<file path="src/core/dds_pkg.sv">
/*
 * Shared constants of the synthesizer control block: serial word layout,
 * control bit positions, reset values and timing counts.
 * Assumes a 25 MHz system clock on both ends.
 */
package dds_pkg;
    localparam int WORD_BITS = 16;
    localparam int ACC_BITS = 28;
    localparam int PHASE_BITS = 12;
    localparam int DAC_BITS = 10;
    // Serial word type field, bits 15 and 14.
    localparam logic [1:0] TYPE_CTRL = 2'h0;
    localparam logic [1:0] TYPE_FREQ_A = 2'h1;
    localparam logic [1:0] TYPE_FREQ_B = 2'h2;
    localparam logic [1:0] TYPE_PHASE = 2'h3;
    localparam int PHASE_TARGET_BIT = 13;
    // Control word bit positions.
    localparam int CB_HALF_SELECT = 12;
    localparam int CB_FREQ_SELECT = 11;
    localparam int CB_PHASE_SELECT = 10;
    localparam int CB_HW_OR_SOFT = 9;
    localparam int CB_RESET = 8;
    localparam int CB_CLOCK_STOP = 7;
    localparam int CB_DAC_DOWN = 6;
    localparam int CB_SQUARE_EN = 5;
    localparam int CB_COMPARATOR = 4;
    localparam int CB_MSB_FULL = 3;
    localparam int CB_WAVE_MODE = 1;
    localparam logic [13:0] CTRL_RESET = 14'h0000;
    localparam logic [9:0] DAC_MIDSCALE = 10'h0200;
    // Cycles from reset release to the first waveform sample.
    localparam logic [2:0] RELEASE_CYCLES = 3'h7;
    // Link clock timing: the host makes a 320 ns serial clock.
    localparam int SYS_CLK_NS = 40;
    localparam int SCLK_PERIOD_NS = 320;
    localparam int SCLK_HALF_CYCLES = SCLK_PERIOD_NS / (2 * SYS_CLK_NS);
    localparam logic [1:0] SCLK_HALF_LAST = 2'(SCLK_HALF_CYCLES - 1);
endpackage : dds_pkg

</file>
<file path="src/core/dds_link_if.sv">
/*
 * Pin bundle between the host controller and the synthesizer.
 * Assumes the host drives every pin; all lines are one-way.
 */
`timescale 1ns/100ps
interface dds_link_if;
    logic sclk;
    logic sdata;
    logic frame_sync_n;
    logic reset_pin;
    logic sleep_pin;
    logic freq_reg_select_pin;
    logic phase_reg_select_pin;

    modport host (
        output sclk,
        output sdata,
        output frame_sync_n,
        output reset_pin,
        output sleep_pin,
        output freq_reg_select_pin,
        output phase_reg_select_pin
    );
    modport device (
        input sclk,
        input sdata,
        input frame_sync_n,
        input reset_pin,
        input sleep_pin,
        input freq_reg_select_pin,
        input phase_reg_select_pin
    );
endinterface : dds_link_if

</file>
<file path="src/core/sync_two_flop.sv">
/*
 * Two flip-flop synchroniser for a vector of independent levels.
 * Assumes each bit is a slow level; bits are not coherent with each other.
 */
`timescale 1ns/100ps
module sync_two_flop #(
    parameter int WIDTH = 1
) (
    input wire logic sys_clk,
    input wire logic arst_n,
    input wire logic [WIDTH-1:0] async_in,
    output logic [WIDTH-1:0] sync_out
);
    logic [WIDTH-1:0] stage_one;

    // The first stage feeds the second stage and nothing else.
    always_ff @(posedge sys_clk or negedge arst_n) begin
        if (!arst_n) begin
            stage_one <= '0;
            sync_out <= '0;
        end else begin
            stage_one <= async_in;
            sync_out <= stage_one;
        end
    end
endmodule : sync_two_flop

</file>
<file path="src/core/dds_device.sv">
/*
 * Synthesizer end: serial word decoder, phase and frequency registers,
 * reset and sleep control, phase accumulator, waveform shaping and the
 * square-wave output pin.
 * Assumes the host keeps the framing and pin rules; all link pins are
 * asynchronous and pass a two flip-flop synchroniser first.
 */
`timescale 1ns/100ps
module dds_device (
    input wire logic sys_clk,
    input wire logic arst_n,
    dds_link_if.device link,
    input wire logic comparator_in,
    output logic [9:0] dac_code,
    output logic dac_power_down,
    output logic square_out,
    output logic square_out_enable
);
    typedef struct packed {
        logic sclk_prev;
        logic [15:0] shift;
        logic [4:0] bit_count;
        logic [13:0] ctrl;
        logic [27:0] freq_a;
        logic [27:0] freq_b;
        logic [11:0] phase_offset_a;
        logic [11:0] phase_offset_b;
        logic [27:0] acc;
        logic [11:0] phase;
        logic reset_hold;
        logic sleep_hold;
        logic [2:0] release_count;
        logic msb_prev;
        logic msb_half;
        logic [9:0] dac_code;
        logic dac_power_down;
        logic square_out;
        logic square_out_enable;
    } dev_state_t;

    dev_state_t r;
    dev_state_t next_r;
    logic [6:0] pins_s;
    logic sclk_s, sdata_s, frame_n_s, reset_s, sleep_s, fsel_s, psel_s;
    logic cmp_s;
    logic hw_or_soft_control_select;
    logic core_reset;
    logic core_clock_stop;
    logic run;
    logic [15:0] word;
    logic [11:0] offset;
    logic [9:0] wave;
    logic [10:0] fold;
    logic [21:0] prod;
    logic [8:0] mag;

    ////////////////////////////////////////////////////////////////////////
    // Every pin from the host and the comparator crosses two flip-flops.
    sync_two_flop #(.WIDTH(8)) u_sync (
        .sys_clk(sys_clk),
        .arst_n(arst_n),
        .async_in({comparator_in, link.sclk, link.sdata, link.frame_sync_n,
                   link.reset_pin, link.sleep_pin, link.freq_reg_select_pin,
                   link.phase_reg_select_pin}),
        .sync_out({cmp_s, pins_s})
    );
    assign {sclk_s, sdata_s, frame_n_s, reset_s, sleep_s, fsel_s, psel_s} = pins_s;

    ////////////////////////////////////////////////////////////////////////
    // Mode decode, shared by the reset, sleep and register selection logic.
    assign hw_or_soft_control_select = r.ctrl[dds_pkg::CB_HW_OR_SOFT];
    // A rising pin acts on the cycle it is seen; its fall waits one more edge.
    assign core_reset = hw_or_soft_control_select ? (reset_s | r.reset_hold)
                                                  : r.ctrl[dds_pkg::CB_RESET];
    assign core_clock_stop = !hw_or_soft_control_select
                             && r.ctrl[dds_pkg::CB_CLOCK_STOP];
    assign run = !core_reset && !core_clock_stop;
    assign word = {r.shift[14:0], sdata_s};

    // Offset selection stays live while the clock is stopped.
    always_comb begin
        if (hw_or_soft_control_select ? psel_s : r.ctrl[dds_pkg::CB_PHASE_SELECT]) begin
            offset = r.phase_offset_b;
        end else begin
            offset = r.phase_offset_a;
        end
    end

    // Sine by a half-wave parabola: cheaper than a stored table, a few
    // percent of harmonic error is the price.
    always_comb begin
        fold = r.phase[10:0];
        prod = 22'(fold) * 22'(12'h800 - {1'b0, fold});
        mag = (prod[21:11] > 11'h1FF) ? 9'h1FF : prod[19:11];
        if (r.ctrl[dds_pkg::CB_WAVE_MODE]) begin
            // Fold the top bit so the ramp rises then falls.
            wave = r.phase[11] ? ~r.phase[10:1] : r.phase[10:1];
        end else if (r.phase[11]) begin
            wave = dds_pkg::DAC_MIDSCALE - 10'(mag);
        end else begin
            wave = dds_pkg::DAC_MIDSCALE + 10'(mag);
        end
    end

    ////////////////////////////////////////////////////////////////////////
    // Next-state logic of the whole end.
    always_comb begin
        next_r = r;
        next_r.sclk_prev = sclk_s;
        next_r.reset_hold = reset_s;
        next_r.sleep_hold = sleep_s;

        // Serial capture on sampled falling edges while the frame is low.
        if (frame_n_s) begin
            next_r.bit_count = 5'h00;
        end else if (r.sclk_prev && !sclk_s && r.bit_count != 5'(dds_pkg::WORD_BITS)) begin
            next_r.shift = word;
            next_r.bit_count = r.bit_count + 5'h01;
            if (r.bit_count == 5'(dds_pkg::WORD_BITS - 1)) begin
                // Decode is independent of the clock stop.
                case (word[15:14])
                    dds_pkg::TYPE_CTRL: begin
                        next_r.ctrl = word[13:0];
                    end
                    dds_pkg::TYPE_FREQ_A: begin
                        if (r.ctrl[dds_pkg::CB_HALF_SELECT]) begin
                            next_r.freq_a[27:14] = word[13:0];
                        end else begin
                            next_r.freq_a[13:0] = word[13:0];
                        end
                    end
                    dds_pkg::TYPE_FREQ_B: begin
                        if (r.ctrl[dds_pkg::CB_HALF_SELECT]) begin
                            next_r.freq_b[27:14] = word[13:0];
                        end else begin
                            next_r.freq_b[13:0] = word[13:0];
                        end
                    end
                    default: begin
                        // Bit 12 is a don't-care in a phase load.
                        if (word[dds_pkg::PHASE_TARGET_BIT]) begin
                            next_r.phase_offset_b = word[11:0];
                        end else begin
                            next_r.phase_offset_a = word[11:0];
                        end
                    end
                endcase
            end
        end

        // Datapath: cleared by reset, frozen while the core clock is stopped.
        if (core_reset) begin
            next_r.acc = '0;
            next_r.phase = '0;
            next_r.release_count = 3'h0;
            next_r.dac_code = dds_pkg::DAC_MIDSCALE;
            next_r.msb_prev = 1'b0;
            next_r.msb_half = 1'b0;
        end else if (run) begin
            if (hw_or_soft_control_select ? fsel_s : r.ctrl[dds_pkg::CB_FREQ_SELECT]) begin
                next_r.acc = r.acc + r.freq_b;
            end else begin
                next_r.acc = r.acc + r.freq_a;
            end
            next_r.phase = r.acc[27:16] + offset;
            if (r.release_count != dds_pkg::RELEASE_CYCLES) begin
                next_r.release_count = r.release_count + 3'h1;
            end
            // Pending register changes flow through here on restart.
            if (r.release_count >= dds_pkg::RELEASE_CYCLES - 3'h1) begin
                next_r.dac_code = wave;
            end
            next_r.msb_prev = r.phase[11];
            if (r.phase[11] && !r.msb_prev) begin
                next_r.msb_half = !r.msb_half;
            end
        end
        // Otherwise everything holds, the DAC code included.

        // DAC power: pin in pin mode, control bit in software mode.
        if (hw_or_soft_control_select) begin
            next_r.dac_power_down = sleep_s | r.sleep_hold;
        end else begin
            next_r.dac_power_down = r.ctrl[dds_pkg::CB_DAC_DOWN];
        end

        // Square-wave pin source and enable.
        next_r.square_out_enable = r.ctrl[dds_pkg::CB_SQUARE_EN];
        if (!r.ctrl[dds_pkg::CB_SQUARE_EN]) begin
            next_r.square_out = 1'b0;
        end else if (r.ctrl[dds_pkg::CB_COMPARATOR]) begin
            next_r.square_out = cmp_s;
        end else if (r.ctrl[dds_pkg::CB_MSB_FULL]) begin
            next_r.square_out = r.phase[11];
        end else begin
            next_r.square_out = r.msb_half;
        end
    end

    ////////////////////////////////////////////////////////////////////////
    // State register; registers keep no reset value but a defined one.
    always_ff @(posedge sys_clk or negedge arst_n) begin
        if (!arst_n) begin
            r <= '{dac_code: dds_pkg::DAC_MIDSCALE, ctrl: dds_pkg::CTRL_RESET,
                   sclk_prev: 1'b1, default: '0};
        end else begin
            r <= next_r;
        end
    end

    assign dac_code = r.dac_code;
    assign dac_power_down = r.dac_power_down;
    assign square_out = r.square_out;
    assign square_out_enable = r.square_out_enable;
endmodule : dds_device

</file>
<file path="src/flat_wrapper.sv">
// flat-port wrapper written by rule: the top's interface ports become plain ports
module dds_device_flat 
  (sys_clk, arst_n, comparator_in, dac_code, dac_power_down, square_out, square_out_enable, link_sclk, link_sdata, link_frame_sync_n, link_reset_pin, link_sleep_pin, link_freq_reg_select_pin, link_phase_reg_select_pin);
  dds_link_if link_i ();
  input wire logic sys_clk;
  input wire logic arst_n;
  input wire logic comparator_in;
  output logic [9:0] dac_code;
  output logic dac_power_down;
  output logic square_out;
  output logic square_out_enable;
  input wire logic [$bits(link_i.sclk)-1:0] link_sclk;
  input wire logic [$bits(link_i.sdata)-1:0] link_sdata;
  input wire logic [$bits(link_i.frame_sync_n)-1:0] link_frame_sync_n;
  input wire logic [$bits(link_i.reset_pin)-1:0] link_reset_pin;
  input wire logic [$bits(link_i.sleep_pin)-1:0] link_sleep_pin;
  input wire logic [$bits(link_i.freq_reg_select_pin)-1:0] link_freq_reg_select_pin;
  input wire logic [$bits(link_i.phase_reg_select_pin)-1:0] link_phase_reg_select_pin;
  assign link_i.sclk = link_sclk;
  assign link_i.sdata = link_sdata;
  assign link_i.frame_sync_n = link_frame_sync_n;
  assign link_i.reset_pin = link_reset_pin;
  assign link_i.sleep_pin = link_sleep_pin;
  assign link_i.freq_reg_select_pin = link_freq_reg_select_pin;
  assign link_i.phase_reg_select_pin = link_phase_reg_select_pin;
  dds_device u_core (.sys_clk(sys_clk), .arst_n(arst_n), .link(link_i), .comparator_in(comparator_in), .dac_code(dac_code), .dac_power_down(dac_power_down), .square_out(square_out), .square_out_enable(square_out_enable));
endmodule
</file>
<file path="config.mk">
export PLATFORM = sky130hd
export DESIGN_NAME = dds_device_flat
export DESIGN_NICKNAME = d
export VERILOG_FILES = /design/src/core/dds_pkg.sv /design/src/core/dds_link_if.sv /design/src/core/sync_two_flop.sv /design/src/core/dds_device.sv /design/src/flat_wrapper.sv
export SDC_FILE = /design/constraint.sdc
export NUM_CORES = 1
export LEC_CHECK = 0
export BUFFER_PORTS_ARGS = -buffer_cell sky130_fd_sc_hd__buf_4
export CAP_MARGIN = 20
export CORE_MARGIN = 3
export CORE_UTILIZATION = 60
export DETAILED_ROUTE_END_ITERATION = 16
export PLACE_DENSITY = 0.84
export SETUP_SLACK_MARGIN = 0.15
export SLEW_MARGIN = 25
export SYNTH_ARGS = -nofsm -noshare
export SYNTH_HDL_FRONTEND = slang
export SYNTH_HIERARCHICAL = 1
export SYNTH_SLANG_ARGS = --single-unit
</file>
<file path="constraint.sdc">
create_clock -name sys_clk -period 10.2 [get_ports sys_clk]
set_input_delay 1.53 -clock sys_clk [delete_from_list [all_inputs] [get_ports sys_clk]]
set_output_delay 1.53 -clock sys_clk [all_outputs]
set_load 0.005 [all_outputs]
</file>
# Yosys cells after proc, flatten, opt, wreduce, memory -nomap -nowiden
# Index checks and enable logic that the tools add are counted.
# totals
ff_bits	191
in_bits	10
# op_classes
add_sub_neg	8
reduce_logical	29
eq_ne	5
n_bitwise	7
n_mul	1
n_lt_le_gt_ge	2
mux	33
# op_table
op	n
99-bit 2-to-1 mux	1
94-bit 2-to-1 mux	1
28-bit 2-to-1 mux	3
40-bit 2-to-1 mux	2
14-bit 2-to-1 mux	5
28-bit adder	2
10-bit 2-to-1 mux	4
12-bit 2-to-1 mux	3
15-bit 2-to-1 mux	2
5-bit AND reduction	6
24-bit 2-to-1 mux	1
11-bit by 22-bit multiplier with 22-bit output	1
12-bit by 11-bit subtractor with 13-bit output, first input constant	1
12-bit adder	1
11-bit by 9-bit greater-than comparator with 1-bit output, second input constant	1
10-bit by 9-bit adder with 10-bit output, first input constant	1
10-bit NOT	1
2-bit nonzero test	5
10-bit by 9-bit subtractor with 10-bit output, first input constant	1
9-bit 2-to-1 mux	1
1-bit 2-to-1 mux	8
2-bit AND reduction	4
1-bit logical NOT	6
5-bit by 1-bit adder with 5-bit output, second input constant	1
other kinds (15)	23

# Logic depth before layout (Yosys ltp)
# logic_depth
depth_word	10
depth_mapped	31
ltp_nobuf	29

# Hierarchy
# The synthesis kept the hierarchy.
# modules_own_cells
module	seq_area_each_um2	cells_each	instances	area_each_um2
dds_device	4306.6	1313	1	13730.7
sync_two_flop	400.4	16	1	400.4

# Worst setup path before layout
# No wires, ideal clock.
# synth_path
path_kind	flip-flop to flip-flop
from	register u_core.r (netlist bit u_core/fold[1])
to	register u_core.r (netlist bit u_core/dac_code[8])
arrival_ps	7143
slack_ps	2992
stages_incl_launch_ff	29
setup_time_ps	65
path_cell_list	dfrtp_1 clkbuf_1 inv_1 ha_1 nand2_1 nor3_1 ha_1 nand2b_1 fa_1 fa_1 inv_1 fa_1 fa_1 inv_1 fa_1 inv_1 ha_1 nand2_1 or3_4 a31oi_4 a21oi_2 o311a_4 buf_2 nor2_1 ha_1 o211ai_1 nor4_1 mux2_2 nand2_1
# synth_via
elab_chain_len	10
elab_cells_between_ends	11
cone_classes	3 x add/sub; 1 x mul; 1 x order compare; 6 x mux
# synth_lines
item	line_no	source
from (decl)	dds_device.sv:41	dev_state_t r;
from (signal assigned)	dds_device.sv:204	r <= '{dac_code: dds_pkg::DAC_MIDSCALE, ctrl: dds_pkg::CTRL_RESET,
from (signal assigned)	dds_device.sv:207	r <= next_r;
12-bit by 11-bit subtractor with 13-bit output	dds_device.sv:93	prod = 22'(fold) * 22'(12'h800 - {1'b0, fold});
11-bit by 22-bit multiplier with 22-bit output (*)	dds_device.sv:93	
11-bit by 9-bit greater-than comparator with 1-bit output	dds_device.sv:94	mag = (prod[21:11] > 11'h1FF) ? 9'h1FF : prod[19:11];
9-bit 2-to-1 mux (*)	dds_device.sv:94	
10-bit by 9-bit adder with 10-bit output or 10-bit by 9-bit subtractor with 10-bit output (tied branches)	dds_device.sv:101, dds_device.sv:99	
10-bit 2-to-1 mux (*)	dds_device.sv:98	end else if (r.phase[11]) begin
10-bit 2-to-1 mux (*)	dds_device.sv:95	if (r.ctrl[dds_pkg::CB_WAVE_MODE]) begin
10-bit 2-to-1 mux (*)	dds_device.sv:170	if (r.release_count >= dds_pkg::RELEASE_CYCLES - 3'h1) begin
15-bit 2-to-1 mux (*)	dds_device.sv:159	end else if (run) begin
15-bit 2-to-1 mux (*)	dds_device.sv:152	if (core_reset) begin
# Mark *: on every way between the ends. The rest lies on a longest branch, timed or not. The select of a mux whose other input is x is not followed.
# A chain may end at the register's enable or synchronous reset.

# Worst setup path in the final report
# layout_path
from	register u_core.r (netlist bit u_core/fold[0])
to	register u_core.r (netlist bit u_core/dac_code[8])
# Same word-level chain as after synthesis.

==> qor.csv <==
stage;metric;value;unit
floorplan;Initial Util;0.6167;
yosys;most frequent cell after synthesis;dfrtp_1;
floorplan;die height;159.5;µm
route;DRC viols;0;
yosys;Post-synth top flop;dfrtp_1;
final_layout;fraction of layout cells with a size suffix above 1;0.1706;
placed_design;DP Area;0.01458;mm²
route;1st-pass router iterations;5;
final_layout;fill count;1670;
global_route;initial antenna violation count;0;
floorplan;# IOs;23;
timing;worst hold slack;0.3530;ns
setup_path;CP Data Required Time;10.59;ns
clock_network;CTS tree;done;
min_path;HP Class;reg2reg;
yosys;compound-gate portion of the synthesized area;0.1022;
status;status;finished, final reports clean;
yosys;Synth Area per Inst;10.63;µm²
setup_path;CP startpoint kind;flop;
power;Total Power;1.563;mW
clock_network;H-tree level count;4;
clock_network;hold buffers post-CTS;0;
clock_network;worst-case clock buffer depth;2;
route;Vias;9805;
timing;final worst path period share;0.7645;
timing;Max Fclk;128.2;MHz
min_path;hold path start;u_core/u_sync/stage_one[2];
setup_path;Critical Path End Type;flop;
timing;endpoints failing setup;0;
yosys;mux cell area share after synthesis;0.1226;
timing;Final min period;7.798;ns
yosys;synthesized flop and latch total;188;
setup_path;CP Class;reg2reg;
global_route;GR Overflow Total;0;
timing;final worst slack;2.402;ns
yosys;Gate Count Post-Synth;1329;
yosys;area leader, netlist;dfrtp_1;
timing;worst-margin pin slew;0.8793;ns
yosys;sequential share of the synthesized area;0.3331;
timing;Final Hold Fails;0;
yosys;XOR/XNOR Fraction of Synth Area;0.03427;
route;DRT iter0 DRCs;735;
yosys;Simple-Gate Fraction of Synth Area;0.1242;
yosys;largest family of logic cells by synthesized area;adder cells;
timing;unrepaired setup endpoints after global routing;no;
min_path;worst hold stages;0;
placed_design;IO Port Bufs;22;
floorplan;Core Rows;55;
route;routed vias/inst;5.903;
route;WL final;30850;µm
placed_design;GPL Wtd Cong;0.8949;
floorplan;core area;0.02292;mm²
global_route;global-route wire length before repair;52040;µm
clock_network;clock slew at reported path FFs;0.08;ns
floorplan;die area;0.02543;mm²
yosys;YS warnings;6;
clock_network;post-CTS setup repair buffer count;0;
route;post-route ant nets;0;
yosys;Synth top area share;0.3294;
global_route;vias in the first global route;10210;
power;Lkg Pwr;7.676;nW
timing;clk_skew;0.01340;ns
global_route;GRT Total Usage;0.2525;
final_layout;post-route cell area;0.01520;mm²
setup_path;Worst Setup SP;u_core/fold[0];
timing;Fin Setup TNS;0;ns
clock_network;PostCTS Resize Cnt;0;
setup_path;FF-to-FF Start;u_core/fold[0];
final_layout;Layout area overhead;7.552;%
timing;Slew HR;0.4124;
yosys;Synth area leaders;dfrtp_1 33%, fa_1 13%, mux2_2 11%;
clock_network;CTS Buf Count;17;
yosys;mapped cell area;0.01413;mm²
setup_path;R2R cell count;26;
floorplan;DIE WIDTH;159.5;µm
clock_network;TritonCTS Sinks;188;
run;maxcap violations;0;
yosys;adder-cell share of the synthesized area;0.2311;
placed_design;Place WS;2.455;ns
timing;Pins Over Slew Limit;0;
yosys;synth cell count leaders;186 x dfrtp_1, 143 x mux2_2, 131 x inv_1, 117 x ha_1, 90 x fa_1;
final_layout;Final nets;1552;
yosys;fraction of registers with async set/reset;1.000;
final_layout;ANT cells;0;
clock_network;Root Buffer;clkbuf_16;
clock_network;clk_lat worst skew;0.45;ns
yosys;EDFF count, synth;0;
placed_design;DP HPWL;22230;µm
setup_path;largest fanout on the critical path;21;
global_route;largest net degree at the start of global routing;111;
yosys;Unique masters post-synth;74;
route;Avg WL per Cell;18.57;µm
setup_path;crit path DAT;8.18;ns
power;Max rail drop VDD;0.0001063;V
power;P per Cell Area;102.8;mW/mm²
## stage by stage
step | std cells | util
2_1_floorplan | 1337 | -
3_3_place_gp | 1629 | 0.6363
3_5_place_dp | 1629 | 0.6363
4_1_cts | 1661 | 0.6630
5_1_grt | 1661 | 0.6632
6_report | 1661 | 0.6632
## cells in the final DEF, fill, tap and decap left out, types with 30 or more instances in the layout
cell type    n
nor2_1      62
xnor2_1     30
o21ai_0     47
mux2_2     143
nand2_1     73
inv_1      131
a21oi_1     36
ha_1       117
nor2b_1     46
nand2b_1    56
buf_4       30
dfrtp_1    185
fa_1        90
## worst max-delay path, stage by stage, from the launching register on
cell,delay [ns]
dfrtp_1,0.75
inv_1,0.19
ha_1,0.26
nand2_1,0.13
nor3_1,0.07
ha_1,0.41
nand2b_1,0.20
fa_1,0.52
fa_1,0.52
inv_1,0.06
fa_1,0.48
fa_1,0.55
inv_1,0.05
fa_1,0.52
inv_1,0.04
ha_1,0.38
nand2_1,0.12
or3_4,0.38
a31oi_4,0.25
a21oi_2,0.13
o311a_4,0.45
nor2_1,0.18
ha_1,0.19
o211ai_1,0.15
nor4_1,0.33
mux2_2,0.37
nand2_1,0.06
## where the power goes
part	switching, mW	internal [mW]	total (mW)
Combinational	0.0440	0.0348	0.0788
Clock	0.338	0.335	0.673
Sequential	0.0456	0.766	0.811
## routing by layer
metal | vias to the layer above | part of all wire | track usage
met1 | 4950 | 0.45 | 0.3553
met2 | 255 | 0.47 | 0.4032
met5 | - | 0 | 0
met4 | 0 | 0.020 | 0.07481
li1 | 4549 | - | -
met3 | 51 | 0.052 | 0.04579
## path summary, 6_finish.rpt
check | endpoint | slack, ns
worst min register to register | u_core/u_sync/sync_out[2] | 0.35
worst max register to register | u_core/dac_code[8] | 2.40
max in group asynchronous | u_core/r[82] | 7.79
worst min-delay path | u_core/u_sync/sync_out[2] | 0.35
min in group asynchronous | u_core/r[117] | 1.20
worst max-delay path | u_core/dac_code[8] | 2.40
## cell families (layout without fill, tap and decap cells)
kind of cell,Yosys count,in the layout
buffers and inverters,184,195
other,2,10
and+or+nand+nor,338,338
AOI/OAI and AO/OA,203,203
muxes,155,155
adders and majority gates,207,207
DFF,188,188
xor gates and xnor gates,52,52
## cell type report
cell class              count  area (µm²)  share of cell area
flip-flops and latches    188        4708              0.3098
multi-input cells         965        8743              0.5753
inverters                 131       491.7             0.03235
repair buffers             32       250.2             0.01646
clock buffers              17       425.4             0.02799
well taps                 313       391.6             0.02577
clock inverters            15       187.7             0.01235
## flip-flops by register name (all words and copies together), names as in the netlist
signal	flops
u_core/square_out_enable	1
u_core/u_sync/sync_out	8
u_core/hw_or_soft_control_select	1
u_core/next_r	1
u_core/r	146
u_core/square_out	1
u_core/dac_code	10
u_core/fold	11
u_core/dac_power_down	1
u_core/u_sync/stage_one	8
(Power assumes the default switching activity.)
